**src/tbcd_pkg.sv**
```systemverilog
// *****************************************************************************
// Shared constants and types of the transmit command A decoder.
// *****************************************************************************
package tbcd_pkg;

	// *************************************************************************
	// Command word field positions.
	// *************************************************************************
	localparam int TBCD_IOC_BIT = 31; // Completion notify request.
	localparam int TBCD_RSV_HI_MSB = 30; // Upper unused range, top bit.
	localparam int TBCD_RSV_HI_LSB = 26; // Upper unused range, bottom bit.
	localparam int TBCD_ALIGN_MSB = 25; // End alignment code, top bit.
	localparam int TBCD_ALIGN_LSB = 24; // End alignment code, bottom bit.
	localparam int TBCD_RSV_LO_MSB = 23; // Range under the alignment code, top bit.
	localparam int TBCD_RSV_LO_LSB = 21; // Range under the alignment code, bottom bit.
	localparam int TBCD_OFS_MSB = 20; // Data start offset, top bit.
	localparam int TBCD_OFS_LSB = 16; // Data start offset, bottom bit.
	localparam int TBCD_FS_BIT = 13; // First segment marker.
	localparam int TBCD_LS_BIT = 12; // Last segment marker.
	localparam int TBCD_SIZE_MSB = 10; // Buffer byte count, top bit.

	// *************************************************************************
	// End alignment codes and their word granularity as a power of two.
	// *************************************************************************
	localparam logic [1:0] TBCD_ALIGN_4 = 2'h0; // One word.
	localparam logic [1:0] TBCD_ALIGN_16 = 2'h1; // Four words.
	localparam logic [1:0] TBCD_ALIGN_32 = 2'h2; // Eight words.
	localparam logic [1:0] TBCD_ALIGN_RSV = 2'h3; // Reserved, handled as one word.
	localparam logic [1:0] TBCD_SHIFT_4 = 2'h0; // Log2 of words for 4 bytes.
	localparam logic [1:0] TBCD_SHIFT_16 = 2'h2; // Log2 of words for 16 bytes.
	localparam logic [1:0] TBCD_SHIFT_32 = 2'h3; // Log2 of words for 32 bytes.

	// *************************************************************************
	// Register map (byte addresses) and reset values.
	// *************************************************************************
	localparam logic [7:0] TBCD_CTRL_OFS = 8'h00; // Control: bit 0 enables intake.
	localparam logic [7:0] TBCD_STATUS_OFS = 8'h04; // Sticky events, cleared by read.
	localparam logic [7:0] TBCD_MASK_OFS = 8'h08; // Interrupt mask, same layout.
	localparam logic [7:0] TBCD_CMD_OFS = 8'h0c; // Last captured command word.
	localparam logic [7:0] TBCD_STATE_OFS = 8'h10; // State and word index.
	localparam logic TBCD_CTRL_RST = 1'b0; // Intake off after reset.
	localparam logic [2:0] TBCD_MASK_RST = 3'h0; // All events masked after reset.
	localparam int TBCD_EVT_DONE = 0; // Buffer fully loaded.
	localparam int TBCD_EVT_RSV = 1; // Bits of an unused range were not zero.
	localparam int TBCD_EVT_ALIGN = 2; // Reserved alignment code seen.
	localparam int TBCD_NEVT = 3; // Number of event bits.

	// *************************************************************************
	// Types.
	// *************************************************************************
	typedef enum logic [1:0] {
		TBCD_ST_CMD_A = 2'h0,
		TBCD_ST_CMD_B = 2'h1,
		TBCD_ST_DATA = 2'h3
	} tbcd_state_t;

	// Decoded first command word.
	typedef struct packed {
		logic ioc;
		logic [1:0] align;
		logic [4:0] offset;
		logic first_seg_bit;
		logic last_seg_bit;
		logic [10:0] size;
		logic [9:0] data_words;
		logic [9:0] total_words;
		logic [1:0] end_lane;
		logic rsv_err;
		logic align_err;
	} tbcd_cmd_t;

	// One payload word towards the transmit path.
	typedef struct packed {
		logic [31:0] data;
		logic [3:0] be;
		logic first_seg_bit;
		logic last_seg_bit;
		logic sop;
		logic eob;
	} tbcd_beat_t;

	// Rounds a count up to a multiple of two to the power shift.
	function automatic logic [11:0] tbcd_round_up(input logic [11:0] cnt, input logic [1:0] shift);
		logic [11:0] m;
		m = (12'h001 << shift) - 12'h001;
		return (cnt + m) & ~m;
	endfunction

endpackage

```
**src/tbcd_cmd_decode.sv**
```systemverilog
`timescale 1ns/1ps
// *****************************************************************************
// Field decoder for the first command word of a transmit buffer.
// *****************************************************************************
module tbcd_cmd_decode
	import tbcd_pkg::*;
(
	// Raw word.
	input wire logic [31:0] cmd_word,
	// Decoded fields.
	output tbcd_cmd_t fields
);

	// Decodes the fields and derives the word counts of the buffer body.
	always_comb begin
		logic [11:0] bytes_total;
		logic [11:0] words;
		logic [1:0] shift;
		logic [11:0] total;
		bytes_total = 12'h000;
		words = 12'h000;
		total = 12'h000;
		shift = TBCD_SHIFT_4;
		fields.ioc = cmd_word[TBCD_IOC_BIT];
		fields.align = cmd_word[TBCD_ALIGN_MSB:TBCD_ALIGN_LSB];
		fields.offset = cmd_word[TBCD_OFS_MSB:TBCD_OFS_LSB];
		fields.first_seg_bit = cmd_word[TBCD_FS_BIT];
		fields.last_seg_bit = cmd_word[TBCD_LS_BIT];
		fields.size = cmd_word[TBCD_SIZE_MSB:0];
		// Both unused ranges must arrive as zero from the host.
		fields.rsv_err = (|cmd_word[TBCD_RSV_HI_MSB:TBCD_RSV_HI_LSB])
			| (|cmd_word[TBCD_RSV_LO_MSB:TBCD_RSV_LO_LSB]);
		fields.align_err = (fields.align == TBCD_ALIGN_RSV);
		// Alignment code to word granularity; the reserved code acts as 4-byte.
		case (fields.align)
			TBCD_ALIGN_16: shift = TBCD_SHIFT_16;
			TBCD_ALIGN_32: shift = TBCD_SHIFT_32;
			default: shift = TBCD_SHIFT_4;
		endcase
		// Offset bytes count as part of the body, so skipped words are included.
		bytes_total = {1'b0, fields.size} + {7'h00, fields.offset};
		words = tbcd_round_up(bytes_total, TBCD_SHIFT_16) >> 2;
		fields.data_words = words[9:0];
		fields.end_lane = bytes_total[1:0] - 2'h1;
		// The host pads the body up to the alignment; the total counts those words.
		// The largest body is 520 words, so ten bits always hold the total.
		total = tbcd_round_up(words, shift);
		fields.total_words = total[9:0];
	end

endmodule // tbcd_cmd_decode

```
**src/tbcd_decoder.sv**
```systemverilog
`timescale 1ns/1ps
module tbcd_decoder
	import tbcd_pkg::*;
#(
	parameter int ADDR_W = 8
) (
	// Clock, reset and clock enable.
	input wire logic pclk,
	input wire logic presetn,
	input wire logic ce,
	// APB slave.
	input wire logic psel,
	input wire logic penable,
	input wire logic pwrite,
	input wire logic [ADDR_W-1:0] paddr,
	input wire logic [31:0] pwdata,
	output logic [31:0] prdata,
	output logic pready,
	output logic pslverr,
	// Word stream from the host side of the transmit data FIFO.
	input wire logic in_valid,
	input wire logic [31:0] in_data,
	output logic in_ready,
	// Payload stream towards the transmit path.
	output logic out_valid,
	input wire logic out_ready,
	output tbcd_beat_t out_beat,
	// Interrupt and completion flag.
	output logic irq,
	output logic tx_buffer_loaded_flag
);

	// *************************************************************************
	// State.
	// *************************************************************************
	typedef struct packed {
		tbcd_state_t st;
		tbcd_cmd_t cmd;
		logic [31:0] cmd_raw;
		logic [9:0] idx;
		logic out_valid;
		tbcd_beat_t beat;
		logic done;
		logic enable;
		logic [TBCD_NEVT-1:0] status;
		logic [TBCD_NEVT-1:0] mask;
		logic ack;
		logic [31:0] rdata;
		logic err;
	} tbcd_regs_t;

	tbcd_regs_t r_reg; // Registered state.
	tbcd_regs_t r_next; // Next value of the state.
	tbcd_cmd_t dec; // Fields of the word now on the input.
	logic take; // A word is taken this cycle.
	logic apb_go; // Access phase seen, answer next cycle.
	logic apb_done; // Transfer completes at this edge.

	// Decodes the word presented on the input; used only while it is the first word.
	tbcd_cmd_decode u_dec (
		.cmd_word(in_data),
		.fields(dec)
	);

	// *************************************************************************
	// Handshakes and outputs.
	// *************************************************************************
	// Input stalls while the output word waits; a frozen clock enable stalls all.
	assign in_ready = ce && r_reg.enable && (!r_reg.out_valid || out_ready);
	assign take = in_valid && in_ready;
	// Valid, ready and error are masked while frozen, so that no handshake completes then.
	assign out_valid = r_reg.out_valid && ce;
	assign out_beat = r_reg.beat;
	assign tx_buffer_loaded_flag = r_reg.done;
	assign pready = r_reg.ack && ce;
	assign prdata = r_reg.rdata;
	assign pslverr = r_reg.err && ce;
	assign apb_go = psel && penable && !r_reg.ack;
	assign apb_done = psel && penable && r_reg.ack && ce;
	// The mask bit of the loaded flag is its mapping onto the interrupt line.
	assign irq = |(r_reg.status & r_reg.mask);

	// Returns the read value of an address and whether it is mapped.
	function automatic logic [32:0] read_word(input logic [ADDR_W-1:0] a, input tbcd_regs_t s);
		logic [7:0] a8;
		a8 = a[7:0];
		if (ADDR_W > 8 && (a >> 8) != '0) begin
			return {1'b1, 32'h00000000};
		end
		case (a8)
			TBCD_CTRL_OFS: return {1'b0, 31'h00000000, s.enable};
			TBCD_STATUS_OFS: return {1'b0, 29'h00000000, s.status};
			TBCD_MASK_OFS: return {1'b0, 29'h00000000, s.mask};
			TBCD_CMD_OFS: return {1'b0, s.cmd_raw};
			TBCD_STATE_OFS: return {1'b0, 14'h0000, s.st, 6'h00, s.idx};
			default: return {1'b1, 32'h00000000};
		endcase
	endfunction

	// *************************************************************************
	// Next state.
	// *************************************************************************
	// Sequences command words and body, and serves the register bus.
	always_comb begin
		logic [TBCD_NEVT-1:0] evt;
		logic [TBCD_NEVT-1:0] clr;
		logic [9:0] skip;
		logic payload;
		logic [32:0] rd;
		evt = '0;
		clr = '0;
		skip = {7'h00, r_reg.cmd.offset[4:2]};
		payload = 1'b0;
		rd = read_word(paddr, r_reg);
		r_next = r_reg;
		r_next.done = 1'b0;
		// A word that the sink took leaves the output stage.
		if (r_reg.out_valid && out_ready) begin
			r_next.out_valid = 1'b0;
		end
		case (r_reg.st)
			TBCD_ST_CMD_A: begin
				// The first word of each buffer is the command; its fields stay put.
				if (take) begin
					r_next.cmd = dec;
					r_next.cmd_raw = in_data;
					evt[TBCD_EVT_RSV] = dec.rsv_err;
					evt[TBCD_EVT_ALIGN] = dec.align_err;
					r_next.st = TBCD_ST_CMD_B;
				end
			end
			TBCD_ST_CMD_B: begin
				// The second word is passed over; an empty body ends the buffer here.
				if (take) begin
					r_next.idx = '0;
					if (r_reg.cmd.total_words == '0) begin
						r_next.st = TBCD_ST_CMD_A;
						r_next.done = r_reg.cmd.ioc;
						evt[TBCD_EVT_DONE] = r_reg.cmd.ioc;
					end else begin
						r_next.st = TBCD_ST_DATA;
					end
				end
			end
			TBCD_ST_DATA: begin
				// Words below the skip count and past the data are dropped.
				payload = (r_reg.idx >= skip) && (r_reg.idx < r_reg.cmd.data_words);
				if (take) begin
					if (payload) begin
						r_next.out_valid = 1'b1;
						r_next.beat.data = in_data;
						r_next.beat.sop = (r_reg.idx == skip);
						r_next.beat.eob = (r_reg.idx == r_reg.cmd.data_words - 10'h001);
						r_next.beat.be = 4'hf;
						// Low offset bits choose the first valid lane.
						if (r_reg.idx == skip) begin
							r_next.beat.be = 4'hf << r_reg.cmd.offset[1:0];
						end
						// The last data word carries only up to the final byte.
						if (r_next.beat.eob) begin
							r_next.beat.be = r_next.beat.be & (4'hf >> (2'h3 - r_reg.cmd.end_lane));
						end
						r_next.beat.first_seg_bit = r_reg.cmd.first_seg_bit;
						r_next.beat.last_seg_bit = r_reg.cmd.last_seg_bit;
					end
					// The buffer ends only with its last aligned word.
					if (r_reg.idx == r_reg.cmd.total_words - 10'h001) begin
						r_next.st = TBCD_ST_CMD_A;
						r_next.done = r_reg.cmd.ioc;
						evt[TBCD_EVT_DONE] = r_reg.cmd.ioc;
					end else begin
						r_next.idx = r_reg.idx + 10'h001;
					end
				end
			end
			default: begin
				r_next.st = TBCD_ST_CMD_A;
			end
		endcase
		// Two-cycle APB answer: the read data and pready are registered at the same edge, one cycle into the access phase.
		r_next.ack = apb_go;
		if (apb_go) begin
			r_next.rdata = pwrite ? 32'h00000000 : rd[31:0];
			r_next.err = rd[32];
		end else begin
			r_next.rdata = 32'h00000000;
			r_next.err = 1'b0;
		end
		if (apb_done && !r_reg.err) begin
			if (pwrite) begin
				if (paddr[7:0] == TBCD_CTRL_OFS) begin
					r_next.enable = pwdata[0];
				end
				if (paddr[7:0] == TBCD_MASK_OFS) begin
					r_next.mask = pwdata[TBCD_NEVT-1:0];
				end
			end else if (paddr[7:0] == TBCD_STATUS_OFS) begin
				// Only the bits that the read returned are cleared; a bit set after the
				// data was captured would otherwise be lost unseen.
				clr = r_reg.rdata[TBCD_NEVT-1:0];
			end
		end
		// A new event in the clearing cycle survives the read.
		r_next.status = (r_reg.status & ~clr) | evt;
	end

	// *************************************************************************
	// Registers.
	// *************************************************************************
	// All state is held while the clock enable is low.
	always_ff @(posedge pclk or negedge presetn) begin
		if (!presetn) begin
			r_reg <= '0;
			r_reg.st <= TBCD_ST_CMD_A;
			r_reg.enable <= TBCD_CTRL_RST;
			r_reg.mask <= TBCD_MASK_RST;
		end else if (ce) begin
			r_reg <= r_next;
		end
	end

endmodule // tbcd_decoder

```
**config.mk**
```make
export PLATFORM = sky130hd
export DESIGN_NAME = tbcd_decoder
export DESIGN_NICKNAME = d
export VERILOG_FILES = /design/src/tbcd_pkg.sv /design/src/tbcd_cmd_decode.sv /design/src/tbcd_decoder.sv
export SDC_FILE = /design/constraint.sdc
export NUM_CORES = 1
export LEC_CHECK = 0
export BUFFER_PORTS_ARGS = -buffer_cell sky130_fd_sc_hd__buf_4
export CORE_ASPECT_RATIO = 1.5
export CORE_UTILIZATION = 27
export CTS_CLUSTER_SIZE = 14
export DETAILED_ROUTE_END_ITERATION = 16
export GPL_TIMING_DRIVEN = 1
export PLACE_DENSITY = 0.5
export SLEW_MARGIN = 20
export SYNTH_ARGS = -nofsm -noshare
export SYNTH_HDL_FRONTEND = slang
export SYNTH_SLANG_ARGS = --single-unit
```
**constraint.sdc**
```tcl
create_clock -name pclk -period 2.3 [get_ports pclk]
set_input_delay 0.46 -clock pclk [delete_from_list [all_inputs] [get_ports pclk]]
set_output_delay 0.46 -clock pclk [all_outputs]
set_load 0.02 [all_outputs]
```
Word-level counts from Yosys, hierarchy flattened
Cells that the tools add are included.
{"block": "totals", "register_bits": 172, "input_bits": 80, "output_inout_bits": 78, "word_cells": 130}
{"block": "op_classes", "add_sub_neg": 9, "magnitude_cmp": 2, "eq_ne": 17, "shift": 3, "mux": 33, "bitwise": 8, "reduce_logical": 30}
{"op": "$pmux W33 S5", "count": 1}
{"op": "$mux W41", "count": 2}
{"op": "$mux W79", "count": 1}
{"op": "$mux W52", "count": 1}
{"op": "$mux W33", "count": 1}
{"op": "$mux W32", "count": 1}
{"op": "$sub A10 B1 Y10 const B", "count": 3}
{"op": "$eq A10 B10 Y1", "count": 2}
{"op": "$mux W10", "count": 2}
{"op": "$mux W4", "count": 5}
{"op": "$pmux W10 S2", "count": 1}
{"op": "$eq A8 B4 Y1 const B", "count": 2}
{"op": "$logic_and A1 B1 Y1", "count": 13}
{"op": "$add A11 B5 Y12", "count": 1}
{"op": "$add A12 B2 Y12 const B", "count": 1}
{"op": "$mux W2", "count": 6}
{"op": "$reduce_and A4 Y1", "count": 3}
{"op": "$add A10 B1 Y10 const B", "count": 1}
{"op": "$add A10 B10 Y10", "count": 1}
{"op": "$and A10 B10 Y10", "count": 1}
{"op": "$eq A10 B3 Y1", "count": 1}
{"op": "$ge A10 B3 Y1", "count": 1}
{"op": "$logic_not A10 Y1", "count": 1}
{"op": "$lt A10 B10 Y1", "count": 1}
{"op": "30 further kinds", "count": 49}

Longest topological paths before layout
{"block": "logic_depth", "depth_word": 11, "ltp_mapped": 18, "ltp_nobuf": 18}

Cells and area by module
From an unflattened synthesis, not the netlist that was laid out.
{"block": "unflattened", "cells_unflattened": 870, "area_unflattened_um2": 9145.0}
{"module": "tbcd_decoder", "n_inst": 1, "cells_per_inst": 723, "area_each_um2": 8051.5, "seq_area_each_um2": 3928.8}
{"module": "tbcd_cmd_decode", "n_inst": 1, "cells_per_inst": 147, "area_each_um2": 1093.5, "seq_area_each_um2": 0.0}

Least setup slack after synthesis
OpenSTA, ideal clock, no wires.
{"block": "synth_timing", "kind": "in2reg", "start": "input port in_data[0]", "end": "register r_reg[138] in the netlist's numbering", "arrival_time_ns": 3.430, "t_required_ns": 2.166, "slack_ns": -1.264, "cell_stages": 15, "n_path_buf": 0, "cell_sequence": "ha_1 > inv_1 > fa_1 > and2b_1 > o22ai_1 > xnor2_1 > nand3_2 > or3b_4 > a2111oi_2 > xnor2_1 > ha_1 > inv_1 > o41ai_1 > xor2_1 > o21ai_0"}
{"element": "start, declared", "line_no": "tbcd_decoder.sv:22", "rtl": "input wire logic [31:0] in_data,"}
{"element": "end signal, assigned", "line_no": "tbcd_decoder.sv:218", "rtl": "r_reg <= r_next;"}
{"element": "end, declared", "line_no": "tbcd_decoder.sv:52", "rtl": "tbcd_regs_t r_reg;"}

==> results.ini <==
[sta]
tightest_slew_ps = 532.3
fin_worst_skew_ps = 11.28
finalSetupViolations = 55
fin_ws_ps = -761.5
slew_headroom = 0.6451
hold_viol = 0
fin_crit_ps = 3062
rsz0062_at_grt = true
period_share = 1.331
fmax_ghz = 0.3266
timing.final.max_slew_violations = 0

[die]
placementRows = 79
die_area_sq_um = 32310
initial_core_util = 0.2747
core-area_sq_um = 31040
die_y_um = 219.6
ios = 158
die_x_um = 147.1

[global_routing]
use_met3 = 0.02609
use_met2 = 0.3119
grt_pass1_vias = 7371
grt_util_met1 = 0.1815
antenna_found_initial = 0
gr-total-overflow = 0
track_usage = 0.1666
grt_pass1_wl_um = 40710
grt_max_degree = 51
grt.busiest_layer = met2

[power]
p_leak_nw = 5.897
ir_worst_vdd_v = 0.0004887
p_total_mw = 6.968
p_per_area_nw_per_um2 = 560.7

[setup_path]
cpMostUsedCell = buf_4
arrival_ps = 3390
cp-startpoint = in_data[2]
cp.required_ps = 2630
max_stage_delay_ps = 350
crit_path_end_kind = flop
path_max_fanout = 3
start_kind = input port
timing.rr.start = r_reg[140]$_DFFE_PN0P_
rr_worst_depth = 10
cp_cell_sequence = buf_4 -> ha_2 -> buf_4 -> and2b_2 -> buf_4 -> o21bai_2 -> a21oi_2 -> buf_4 -> buf_4 -> nand2_1 -> xor2_1 -> xnor2_2 -> ha_1 -> nand4_1 -> o41ai_4 -> xor2_1 -> o21ai_1
path_class = in -> reg
cpMaxStageDelayCell = o41ai_4

[clock_tree]
cts_tree = yes
cts-buffers-inserted = 17
cts_buffer_depth = 2
h-tree-depth = 4
clkSinkCount = 149
clkLatencyLatePin_ps = 450
cts_root_buf = clkbuf_16
clkSlewWorstSetupHoldPaths_ps = 70

[route]
vias = 7157
wirelength_um = 26460
drc = 0
drt_iter0_drc = 310
vias_per_cell = 4.600
wl_per_cell_um = 17.01
drt_pass1_iterations = 4
ant_nets = 0

[synth]
syn_area_per_cell_sq_um = 9.338
yosys.area.top_type = dfrtp_1
netlist_area_sq_um = 8526
ys_seq_area_frac = 0.4373
synthArstFlopShare = 1.000
synth.most_common_cell = nand2_1
synth_top_cell_area_share = 0.4373
synth.area.top_cells = dfrtp_1, nand2_1, buf_4
netlist_instances = 913
yosys-top-cells-count = nand2_1, dfrtp_1, buf_4, inv_1, o21ai_0
ys.flop_type = dfrtp_1
yosysUniqueCellTypes = 69
yosysWarnings = 0
ys_seq_elements = 149
synth_edf_count = 0

[min_path]
hold_path_depth = 3
min_from = in_data[12]
hp-class = in -> reg

[run]
cap_violations = 0

[cells_and_area]
antenna_cells = 0
layout-drive-gt1-share = 0.4275
largest_reg_flops = 76
syn_to_final_growth_pct = 45.77
seq_area_sq_um = 3732
fin_cells = 1556
num-fill-cells = 3091
nets = 1251
multi_input_area_sq_um = 4654
final_core_util = 0.4004

[placement]
dp_hpwl_um = 19570
routabilityCongestion = 0.8294
dp.cells = 1491
post-place-ws_ps = -1278
port_buffers = 128

[status]
status = finished, violations left
violations = negative setup slack

## placed cells by master, fill, tap and decap left out, types with 9 or more instances in the layout
cell	synthesis	layout
buf_4	72	276
o21ai_0	58	45
nand2_1	163	160
o21ai_1	0	11
clkbuf_16	0	18
dfrtp_1	149	146
xnor2_2	0	10
a22oi_1	13	12
xnor2_1	39	27
mux2_2	48	10
buf_6	0	20
ha_1	31	22
buf_12	0	9
nor2_1	30	27
mux2_4	1	39
inv_2	0	9
xor2_1	16	12
o22ai_1	14	12
nand3_1	13	12
inv_1	69	60
a21oi_1	24	18
## critical path, delay by kind of cell
| kind | cells | cell delay, ps |
|---|---|---|
| buffers and inverters | 5 | 690 |
| AO/OA/AOI/OAI | 4 | 680 |
| XOR/XNOR | 3 | 600 |
| AND/OR/NAND/NOR | 3 | 480 |
| adder cells (fa/ha/maj) | 2 | 460 |
## per-layer routing
metal / wire length, um / vias to the layer above
li1: - / 3460
met1: 10360 / 3552
met2: 14540 / 113
met3: 738 / 32
met4: 818 / 0
met5: 0 / -
## power breakdown
| group | internal [mW] | switching (mW) |
|---|---|---|
| sequential | 2.63 | 0.00325 |
| combinational | 0.627 | 0.596 |
| clock | 1.94 | 1.18 |
| total | 5.19 | 1.78 |
## cell type report
| cell class | instances | area share |
|---|---|---|
| multi-input combinational | 589 | 0.3745 |
| sequential | 149 | 0.3003 |
| timing repair buffer | 312 | 0.2112 |
| tap | 405 | 0.04077 |
| clock buffer | 18 | 0.03453 |
| inverter | 69 | 0.02084 |
| clock inverter | 14 | 0.01782 |
## cells by family after synthesis
kind of cell,after synthesis,share of synthesized area
other,1,0.0004398
adder cells (fa/ha/maj),33,0.05019
flip-flops,149,0.4373
multiplexers,51,0.06751
AO/OA/AOI/OAI,159,0.1184
AND/OR/NAND/NOR,286,0.1584
XOR/XNOR,55,0.05650
buffers and inverters,179,0.1112
## through the flow
step                area, sq um  hold slack (ps)  TNS, ps
global route              12430            232.1   -18220
CTS                       11960            206.0   -14600
detailed placement        10820            459.5   -23960
global placement          10820            455.9   -23330
finish                    12430            226.1   -14260
floorplan                  8817            164.4    -9347
## final timing paths
check	slack, ps	to
min	230	r_reg[105]$_DFFE_PN0P_
max	-760	r_reg[138]$_DFFE_PN0P_
max reg2reg	-320	out_beat[6]$_DFFE_PN0P_
min in group asynchronous	550	out_beat[29]$_DFFE_PN0P_
min reg2reg	480	r_reg[104]$_DFFE_PN0P_
max in group asynchronous	1080	r_reg[129]$_DFFE_PN0P_
## timing repair
| item | in CTS | in global routing |
|---|---|---|
| pin swaps | 21 | 48 |
| resized for setup | 73 | 64 |
| hold buffers | 1 | 0 |
| setup endpoints to repair | 67 | 68 |
| endpoints found under the hold margin | 46 | 0 |
| buffers inserted | 14 | 22 |
| gates cloned | 2 | 1 |
No activity file was read; power rests on OpenSTA's default activity.
